### src/hdl/adc_serial_consts.svh
`ifndef ADC_SERIAL_CONSTS_SVH
`define ADC_SERIAL_CONSTS_SVH

// sampling interval layout, in master clocks
`define ADC_PERIOD_CLKS 64
`define ADC_PERIODS 16
`define ADC_PHASE_W 10
// self-clocked serial bit length, in master clocks
`define ADC_BIT_CLKS 4
// word-ready high pulse while a new word loads
`define ADC_RDY_PULSE 3'h4
// top bit index of the conversion word
`define ADC_TOP_BIT 4'hf
// uart frame: start, 8 data, 2 stop; last position index
`define ADC_UART_LAST 4'ha
// host wait after sleep, in master clocks
`define ADC_SETTLE_CLKS 507904

`endif

### src/hdl/adc_serial_pkg.sv
package adc_serial_pkg;
  // three-level protocol select pin
  typedef enum logic [1:0] {
    host_clocked_mode,
    self_clocked_mode,
    async_byte_mode
  } mode_t;

  // serial pins as driven by the port
  typedef struct packed {
    logic data;
    logic data_oe;
    logic sclk;
    logic sclk_oe;
  } link_out_t;
endpackage

### src/hdl/adc_serial_output_port.sv
`timescale 1ns/1ns
`include "adc_serial_consts.svh"

module adc_serial_output_port (
  input wire logic clk,
  input wire logic rstn,
  input wire logic sleep_n,
  input wire adc_serial_pkg::mode_t mode,
  input wire logic chip_sel_n,
  input wire logic sclk_in,
  input wire logic [15:0] conv_word,
  input wire logic conv_valid,
  input wire logic cal_busy,
  output adc_serial_pkg::link_out_t link_o,
  output logic word_ready_n,
  output logic powered_down
);
  logic [2:0] sleep_sync_ff;
  logic [2:0] cs_sync_ff;
  logic [2:0] sclk_sync_ff;
  adc_serial_pkg::mode_t mode_m_ff;
  adc_serial_pkg::mode_t mode_ff;
  logic [`ADC_PHASE_W-1:0] phase_ff;
  logic [15:0] word_ff;
  logic [15:0] pend_ff;
  logic [3:0] bit_ff;
  logic [2:0] hold_ff;
  logic [1:0] sub_ff;
  logic [3:0] upos_ff;
  logic started_ff;
  logic active_ff;
  logic urun_ff;
  logic upper_ff;
  logic ready_n_ff;
  logic pd_ff;
  adc_serial_pkg::link_out_t link_ff;
  logic awake;
  logic cs_low;
  logic sclk_fall;
  logic dig_start;
  logic busy;
  logic is_self;
  logic is_host;
  logic is_async;

  // uart frame bit at a given position, lsb of the byte first
  function automatic logic frame_bit(input logic [15:0] w, input logic up,
                                     input logic [3:0] pos);
    logic [7:0] b;
    b = up ? w[15:8] : w[7:0];
    if (pos == 4'h0) begin
      frame_bit = 1'b0;
    end else if (pos > 4'h8) begin
      frame_bit = 1'b1;
    end else begin
      frame_bit = b[3'(pos - 4'h1)];
    end
  endfunction

  // two-stage synchronisers, third stage for edge finding
  always_ff @(posedge clk or negedge rstn) begin
    if (!rstn) begin
      sleep_sync_ff <= 3'h0;
      cs_sync_ff <= 3'h7;
      sclk_sync_ff <= 3'h0;
      mode_m_ff <= adc_serial_pkg::host_clocked_mode;
      mode_ff <= adc_serial_pkg::host_clocked_mode;
    end else begin
      sleep_sync_ff <= {sleep_sync_ff[1:0], sleep_n};
      cs_sync_ff <= {cs_sync_ff[1:0], chip_sel_n};
      sclk_sync_ff <= {sclk_sync_ff[1:0], sclk_in};
      mode_m_ff <= mode;
      mode_ff <= mode_m_ff;
    end
  end

  assign awake = sleep_sync_ff[1];
  assign cs_low = !cs_sync_ff[1];
  assign sclk_fall = sclk_sync_ff[2] && !sclk_sync_ff[1];
  assign is_self = mode_ff == adc_serial_pkg::self_clocked_mode;
  assign is_host = mode_ff == adc_serial_pkg::host_clocked_mode;
  assign is_async = mode_ff == adc_serial_pkg::async_byte_mode;
  // odd periods are digital computation, start at offset zero
  assign dig_start = phase_ff[6] && (phase_ff[5:0] == 6'h0);
  // a running transfer refuses a fresh word
  assign busy = (is_host && cs_low && started_ff)
              || (is_async && cs_low && urun_ff)
              || (is_self && active_ff);

  // sampling interval phase counter, held at zero in sleep
  always_ff @(posedge clk or negedge rstn) begin
    if (!rstn) begin
      phase_ff <= '0;
    end else if (!awake) begin
      phase_ff <= '0;
    end else begin
      phase_ff <= phase_ff + `ADC_PHASE_W'(1);
    end
  end

  // power-down status
  always_ff @(posedge clk or negedge rstn) begin
    if (!rstn) begin
      pd_ff <= 1'b0;
    end else begin
      pd_ff <= !awake;
    end
  end

  // word loading, ready flag and serial transfer
  always_ff @(posedge clk or negedge rstn) begin
    if (!rstn) begin
      word_ff <= 16'h0000;
      pend_ff <= 16'h0000;
      bit_ff <= `ADC_TOP_BIT;
      hold_ff <= 3'h0;
      sub_ff <= 2'h0;
      upos_ff <= 4'h0;
      started_ff <= 1'b0;
      active_ff <= 1'b0;
      urun_ff <= 1'b0;
      upper_ff <= 1'b1;
      ready_n_ff <= 1'b1;
      link_ff <= '0;
    end else if (!awake) begin
      // transfer abandoned, word register untouched
      hold_ff <= 3'h0;
      active_ff <= 1'b0;
      urun_ff <= 1'b0;
      ready_n_ff <= 1'b1;
      link_ff <= '0;
    end else if (hold_ff != 3'h0) begin
      // ready held high while the new word settles in
      hold_ff <= hold_ff - 3'h1;
      link_ff <= '0;
      if (hold_ff == 3'h1) begin
        word_ff <= pend_ff;
        bit_ff <= `ADC_TOP_BIT;
        started_ff <= 1'b0;
        upper_ff <= 1'b1;
        ready_n_ff <= cal_busy;
      end
    end else if (cal_busy) begin
      ready_n_ff <= 1'b1;
      link_ff <= '0;
    end else if (conv_valid && !busy) begin
      pend_ff <= conv_word;
      hold_ff <= `ADC_RDY_PULSE;
      ready_n_ff <= 1'b1;
      active_ff <= 1'b0;
      urun_ff <= 1'b0;
      link_ff <= '0;
    end else if (is_self) begin
      if (!active_ff) begin
        if (dig_start && cs_low && !ready_n_ff) begin
          // start or resume at a computation period
          active_ff <= 1'b1;
          started_ff <= 1'b1;
          sub_ff <= 2'h0;
          link_ff <= '{data: word_ff[bit_ff], data_oe: 1'b1,
                       sclk: 1'b0, sclk_oe: 1'b1};
        end else begin
          link_ff <= '0;
        end
      end else begin
        // divided clock: low two cycles, high two cycles
        sub_ff <= sub_ff + 2'h1;
        if (sub_ff == 2'h1 && !cs_low) begin
          // late deselect: float before the clock rises, bit kept
          active_ff <= 1'b0;
          link_ff <= '0;
        end else if (sub_ff == 2'h1) begin
          link_ff.sclk <= 1'b1;
        end else if (sub_ff == 2'h3) begin
          if (bit_ff == 4'h0) begin
            active_ff <= 1'b0;
            ready_n_ff <= 1'b1;
            link_ff <= '0;
          end else if (!cs_low) begin
            bit_ff <= bit_ff - 4'h1;
            active_ff <= 1'b0;
            link_ff <= '0;
          end else begin
            bit_ff <= bit_ff - 4'h1;
            link_ff.sclk <= 1'b0;
            link_ff.data <= word_ff[bit_ff - 4'h1];
          end
        end
      end
    end else if (is_host) begin
      link_ff.sclk <= 1'b0;
      link_ff.sclk_oe <= 1'b0;
      if (!cs_low || ready_n_ff) begin
        link_ff.data_oe <= 1'b0;
      end else if (sclk_fall && started_ff) begin
        if (bit_ff == 4'h0) begin
          ready_n_ff <= 1'b1;
          link_ff.data_oe <= 1'b0;
        end else begin
          bit_ff <= bit_ff - 4'h1;
          link_ff.data <= word_ff[bit_ff - 4'h1];
        end
      end else begin
        // msb valid as soon as chip select falls, same bit on resume
        started_ff <= 1'b1;
        link_ff.data_oe <= 1'b1;
        link_ff.data <= word_ff[bit_ff];
      end
    end else begin
      link_ff.sclk <= 1'b0;
      link_ff.sclk_oe <= 1'b0;
      if (!urun_ff) begin
        link_ff.data_oe <= 1'b0;
        if (sclk_fall && cs_low && !ready_n_ff) begin
          urun_ff <= 1'b1;
          upos_ff <= 4'h0;
          link_ff.data <= 1'b0;
          link_ff.data_oe <= 1'b1;
        end
      end else if (sclk_fall) begin
        if (upos_ff == `ADC_UART_LAST) begin
          urun_ff <= 1'b0;
          link_ff.data_oe <= 1'b0;
          upper_ff <= 1'b0;
          ready_n_ff <= !upper_ff;
        end else begin
          upos_ff <= upos_ff + 4'h1;
          link_ff.data <= frame_bit(word_ff, upper_ff, upos_ff + 4'h1);
        end
      end
    end
  end

  assign link_o = link_ff;
  assign word_ready_n = ready_n_ff;
  assign powered_down = pd_ff;

  chk_sleep_float: assert property (@(posedge clk) disable iff (!rstn)
    !awake |=> !link_ff.data_oe && !link_ff.sclk_oe)
    else $error("outputs driven during sleep");
  chk_self_sclk_drive: assert property (@(posedge clk) disable iff (!rstn)
    $rose(active_ff) |-> link_ff.sclk_oe && link_ff.data_oe)
    else $error("self-clocked start without driven clock");
  chk_self_start_slot: assert property (@(posedge clk) disable iff (!rstn)
    $rose(active_ff) |-> $past(phase_ff[6:0]) == 7'h40)
    else $error("self-clocked send began outside period start");
  chk_done_float: assert property (@(posedge clk) disable iff (!rstn)
    ready_n_ff |-> !link_ff.data_oe)
    else $error("data driven while word ready is high");
  chk_ready_pulse: assert property (@(posedge clk) disable iff (!rstn)
    (hold_ff == `ADC_RDY_PULSE) |-> ready_n_ff [*4] ##1
      (!ready_n_ff || $past(cal_busy)))
    else $error("word ready pulse not four clocks");
  chk_self_edges: assert property (@(posedge clk) disable iff (!rstn)
    (active_ff && $past(active_ff) && $changed(link_ff.data))
      |-> $fell(link_ff.sclk))
    else $error("self-clocked data changed off falling edge");
  chk_host_cs_float: assert property (@(posedge clk) disable iff (!rstn)
    (is_host && !cs_low) |=> !link_ff.data_oe)
    else $error("host mode data driven with chip select high");
  chk_host_keep_word: assert property (@(posedge clk) disable iff (!rstn)
    (is_host && cs_low && started_ff && conv_valid) |=> hold_ff == 3'h0)
    else $error("host mode word replaced mid transfer");
  chk_async_keep_word: assert property (@(posedge clk) disable iff (!rstn)
    (is_async && cs_low && urun_ff && conv_valid) |=> $stable(word_ff))
    else $error("async word replaced mid byte");
  chk_cal_ready: assert property (@(posedge clk) disable iff (!rstn)
    (cal_busy && awake) |=> ready_n_ff)
    else $error("word ready low during calibration");
endmodule

### config.mk
export PLATFORM = sky130hd
export DESIGN_NAME = adc_serial_output_port
export DESIGN_NICKNAME = d
export VERILOG_FILES = /design/src/hdl/adc_serial_pkg.sv /design/src/hdl/adc_serial_output_port.sv
export VERILOG_INCLUDE_DIRS = /design/src /design/src/hdl
export SDC_FILE = /design/constraint.sdc
export NUM_CORES = 1
export LEC_CHECK = 0
export BUFFER_PORTS_ARGS = -buffer_cell sky130_fd_sc_hd__buf_4
export CAP_MARGIN = 25
export CORE_MARGIN = 3
export CORE_UTILIZATION = 25
export CTS_CLUSTER_DIAMETER = 150
export DETAILED_ROUTE_END_ITERATION = 10
export GPL_TIMING_DRIVEN = 1
export PLACE_DENSITY = 0.43
export REMOVE_ABC_BUFFERS = 1
export SLEW_MARGIN = 40
export SYNTH_ARGS = -nofsm -noshare
export SYNTH_HDL_FRONTEND = slang
export SYNTH_SLANG_ARGS = --single-unit
export TNS_END_PERCENT = 100
### constraint.sdc
create_clock -name clk -period 4 [get_ports clk]
set_input_delay 0.8 -clock clk [delete_from_list [all_inputs] [get_ports clk]]
set_output_delay 0.8 -clock clk [all_outputs]
set_load 0.1 [all_outputs]
==> results.ini <==
[run_status]
run_status=complete, no violations

[synthesis]
postSynth.asyncResetShare_pct=100
synthesis_stage_register_bit_count=73
synthMuxAreaShare_pct=14.6
synth_compound_gate_area_share_pct=12.2
synth_xor_xnor_area_share_pct=2.38
synth_seq_area_share_pct=47.2
syn-instance-count=373
post_synth_fa_ha_maj_area_fraction_pct=2.89
synthSimpleGateAreaFrac_pct=17.4
synth_edf_count=0
synth.yosys.warnings=0
avg_cell_area_syn_um2=10.4
synth_top_family_by_area=simple AND/OR/NAND/NOR gates
post_synth_num_cell_types=57
synth_ff_type=sky130_fd_sc_hd__dfrtp_1
syn_area_mm2=0.00389

[cts]
cts-root-to-sink-buffers=2
cts.htree.levels=3
post-cts-setup-buffers=0
clkSlewWorstSetupHoldPaths_ns=0.06
clock_latency_ns=0.34
cts_root_buffer=sky130_fd_sc_hd__clkbuf_16
clkSinkCount=73
cts-resized-gates=0
tritoncts=built
cts_hold_buffers=0
cts_inserted_buffers=9

[critical_path]
worst_path_dominant_cell_family=simple AND/OR/NAND/NOR gates
worst-path-max-fanout=10
cp.required_ns=4.28
worstSetupStartpointType=register
timing.critical_path.to_type=register
worst_r2r_path_depth=7
crit_path_max_incr_delay_ns=0.69
critical_path.reg2reg.endpoint=upos_ff[3]
worstPathBufferInverterCount=0
critical_path.slowest_cell=sky130_fd_sc_hd__or4_1
crit_type=register to register
reg2reg_slack_ns=1.29
worst_setup_path_startpoint=hold_ff[0]
worstReg2RegStart=hold_ff[0]
critical_path.cell_chain=nor2_1 -> ha_1 -> nor2b_1 -> nand2_1 -> or4_1 -> o21ai_1 -> a22o_1
critPathArrivalTime_ns=3.00

[sta]
max-slew-margin-rel_pct=50.5
drv_slew=0
timing.final.crit_period_ns=2.71
finalHoldViolations=0
post-route-worst-setup-slack_ns=1.29
report.final.setup_viol=0
setup_tns_ns=0
rsz0062_at_grt=no
fin_worst_skew_ns=0.00849
final_worst_path_cycle_share_pct=67.9
worst-slew-pin-transition_ns=0.743
max_freq_ghz=0.368

[min_path]
min_from=mode_m_ff[1]
hold-path-endpoint=mode_ff[1]
worst_hold_path.num_cells=0
hp-class=register to register

[die]
die_height_um=131
core_area_mm2=0.0149
floorplan.rows=44
io_pins=31
die_w_um=131
die_area_mm2=0.0171
initial_utilization_pct=26.2

[pwr]
power_switching_uw=912
power.static_leakage_uw=0.00204
power.density_mw_per_mm2=611
design_power_total_uw=2810
irDropWorstVdd_uv=197
seq_power_share_pct=40.7
power.combinational.fraction_pct=28.4
internal_power_uw=1900
share_clk_of_total_power_pct=30.9
p_sw_share_pct=32.4

[place]
detailed_place.area_mm2=0.00428
port_buffers=30
place.gp.congestion=0.823
pre_cts_slack_ns=1.28
hpwl_um=6510

[global_routing]
global_route_wire_length_before_repair_um=15100
grt.total_usage_pct=11.5
grt_antenna_before_repair=0
gr-total-overflow=0
grt_max_degree=74
vias_in_the_first_global_route=2841

[flow_run]
cap_viol_max_count=0

[cells_and_area]
final_area_mm2=0.00460
proportion_of_layout_cells_with_a_drive_suffix_above_1_pct=22.2
n_fill_cell=1532
area_growth_pct=18.2
antenna-diode-count=0
layout.core_utilization_pct=31.0
layout.nets=430

[routing]
drtIter0Drc=125
wl_um=9160
postRouteAntennaNets=0
vias=2826
post_drt_via_cell_ratio=4.83
dr.pass1.iters=4
post-route-drc-count=0
drt-wirelength-per-cell_um=15.7

## worst reg2reg max path: stages, from the launching register on
cell	delay, ns
sky130_fd_sc_hd__dfrtp_1	0.41
sky130_fd_sc_hd__nor2_1	0.12
sky130_fd_sc_hd__ha_1	0.39
sky130_fd_sc_hd__nor2b_1	0.51
sky130_fd_sc_hd__nand2_1	0.20
sky130_fd_sc_hd__or4_1	0.69
sky130_fd_sc_hd__o21ai_1	0.21
sky130_fd_sc_hd__a22o_1	0.14
## synthesized netlist by cell type, drive strengths merged (3+ instances only)
cell    count  share of area (%)
a211oi      4               0.77
a21oi       9                1.2
a22o        3               0.68
a311oi      3               0.68
and3        3               0.48
buf         6               0.84
clkbuf     13                1.3
dfrtp      65                 42
dfstp       8                5.4
ha          9                2.9
inv        13                1.3
mux2       17                4.9
mux2i      13                3.3
mux4       11                6.4
nand2      67                6.5
nand2b      5               0.80
nand3      10                1.3
nand3b      5               0.96
nand4       3               0.48
nor2       24                2.3
nor2b       5               0.80
nor3        7               0.90
nor3b       3               0.58
o21a        4               0.77
o21ai      11                1.4
o31ai       4               0.77
or4         3               0.58
xnor2       5                1.1
xor2        3               0.68
## cells by family (layout without fill, tap and decap cells)
family                   Yosys count  in the layout
XOR/XNOR                           9              9
flip-flops                        73             73
AND/OR/NAND/NOR                  144            144
multiplexers                      41             41
adder cells (fa/ha/maj)            9              9
AO/OA/AOI/OAI                     65             65
buffers and inverters             32             60
## power by group through the flow
stage | clock network, uW | registers [uW] | logic, uW
after detailed placement | 0 | 1160 | 806
after floorplan | 0 | 1120 | 598
after global routing | 928 | 1180 | 894
after global placement | 0 | 1150 | 783
after CTS | 894 | 1150 | 808
final | 868 | 1150 | 799
## cells in the final DEF (no fill, tap or decap), types with 4 or more instances in the layout
cell | Yosys | routed
sky130_fd_sc_hd__nand3b_1 | 5 | 5
sky130_fd_sc_hd__o21ai_0 | 9 | 9
sky130_fd_sc_hd__o21a_1 | 4 | 4
sky130_fd_sc_hd__mux2i_1 | 13 | 13
sky130_fd_sc_hd__buf_4 | 1 | 30
sky130_fd_sc_hd__a21oi_1 | 9 | 9
sky130_fd_sc_hd__nand3_1 | 10 | 9
sky130_fd_sc_hd__nand2_1 | 67 | 67
sky130_fd_sc_hd__inv_1 | 13 | 13
sky130_fd_sc_hd__clkbuf_16 | 0 | 9
sky130_fd_sc_hd__nand2b_1 | 5 | 5
sky130_fd_sc_hd__a211oi_1 | 4 | 4
sky130_fd_sc_hd__dfrtp_1 | 65 | 65
sky130_fd_sc_hd__xnor2_1 | 5 | 5
sky130_fd_sc_hd__mux4_2 | 11 | 11
sky130_fd_sc_hd__nor3_1 | 7 | 7
sky130_fd_sc_hd__nor2_1 | 24 | 24
sky130_fd_sc_hd__ha_1 | 9 | 9
sky130_fd_sc_hd__nor2b_1 | 5 | 5
sky130_fd_sc_hd__dfstp_2 | 8 | 8
sky130_fd_sc_hd__o31ai_1 | 4 | 4
sky130_fd_sc_hd__mux2_2 | 17 | 17
## worst max-delay path by stage
stage                  endpoint  slack, ns  cells past startpoint
floorplan            upos_ff[2]       1.71                      6
global placement    pend_ff[15]       1.25                      4
detailed placement   upos_ff[3]       1.28                      7
CTS                  upos_ff[3]       1.29                      7
global route         upos_ff[3]       1.07                      7
finish               upos_ff[3]       1.29                      7
## layer usage
layer | wire (um) | track usage (%)
met5 | 0 | 0
met3 | 346 | 3.21
met1 | 4590 | 16.3
met4 | 155 | 4.36
met2 | 4060 | 16.8
## stage by stage
step | hold WS [ns] | std cells
finish | 0.345 | 585
detailed placement | 0.335 | 569
CTS | 0.347 | 585
floorplan | 0.331 | 354
global route | 0.352 | 585
global placement | 0.333 | 569
## cell type report
type                    count  area, um2  share of cell area [%]
clock buffers              10        229                    4.98
clock inverters             6       90.1                    1.96
inverters                  13       48.8                    1.06
multi-input cells         268       1930                    42.0
flip-flops and latches     73       1840                    39.9
well taps                 184        230                    5.00
repair buffers             31        236                    5.14
## state kept, by name, summed over array words and instances, names as in the netlist, 2 cells and up
name / cells
pend_ff: 16
phase_ff: 7
mode_ff: 2
hold_ff: 3
upos_ff: 4
sub_ff: 2
sclk_sync_ff: 3
link_o: 4
sleep_sync_ff: 2
word_ff: 16
bit_ff: 4
mode_m_ff: 2
cs_sync_ff: 2
Note: power is estimated with default switching activity, not from simulation.
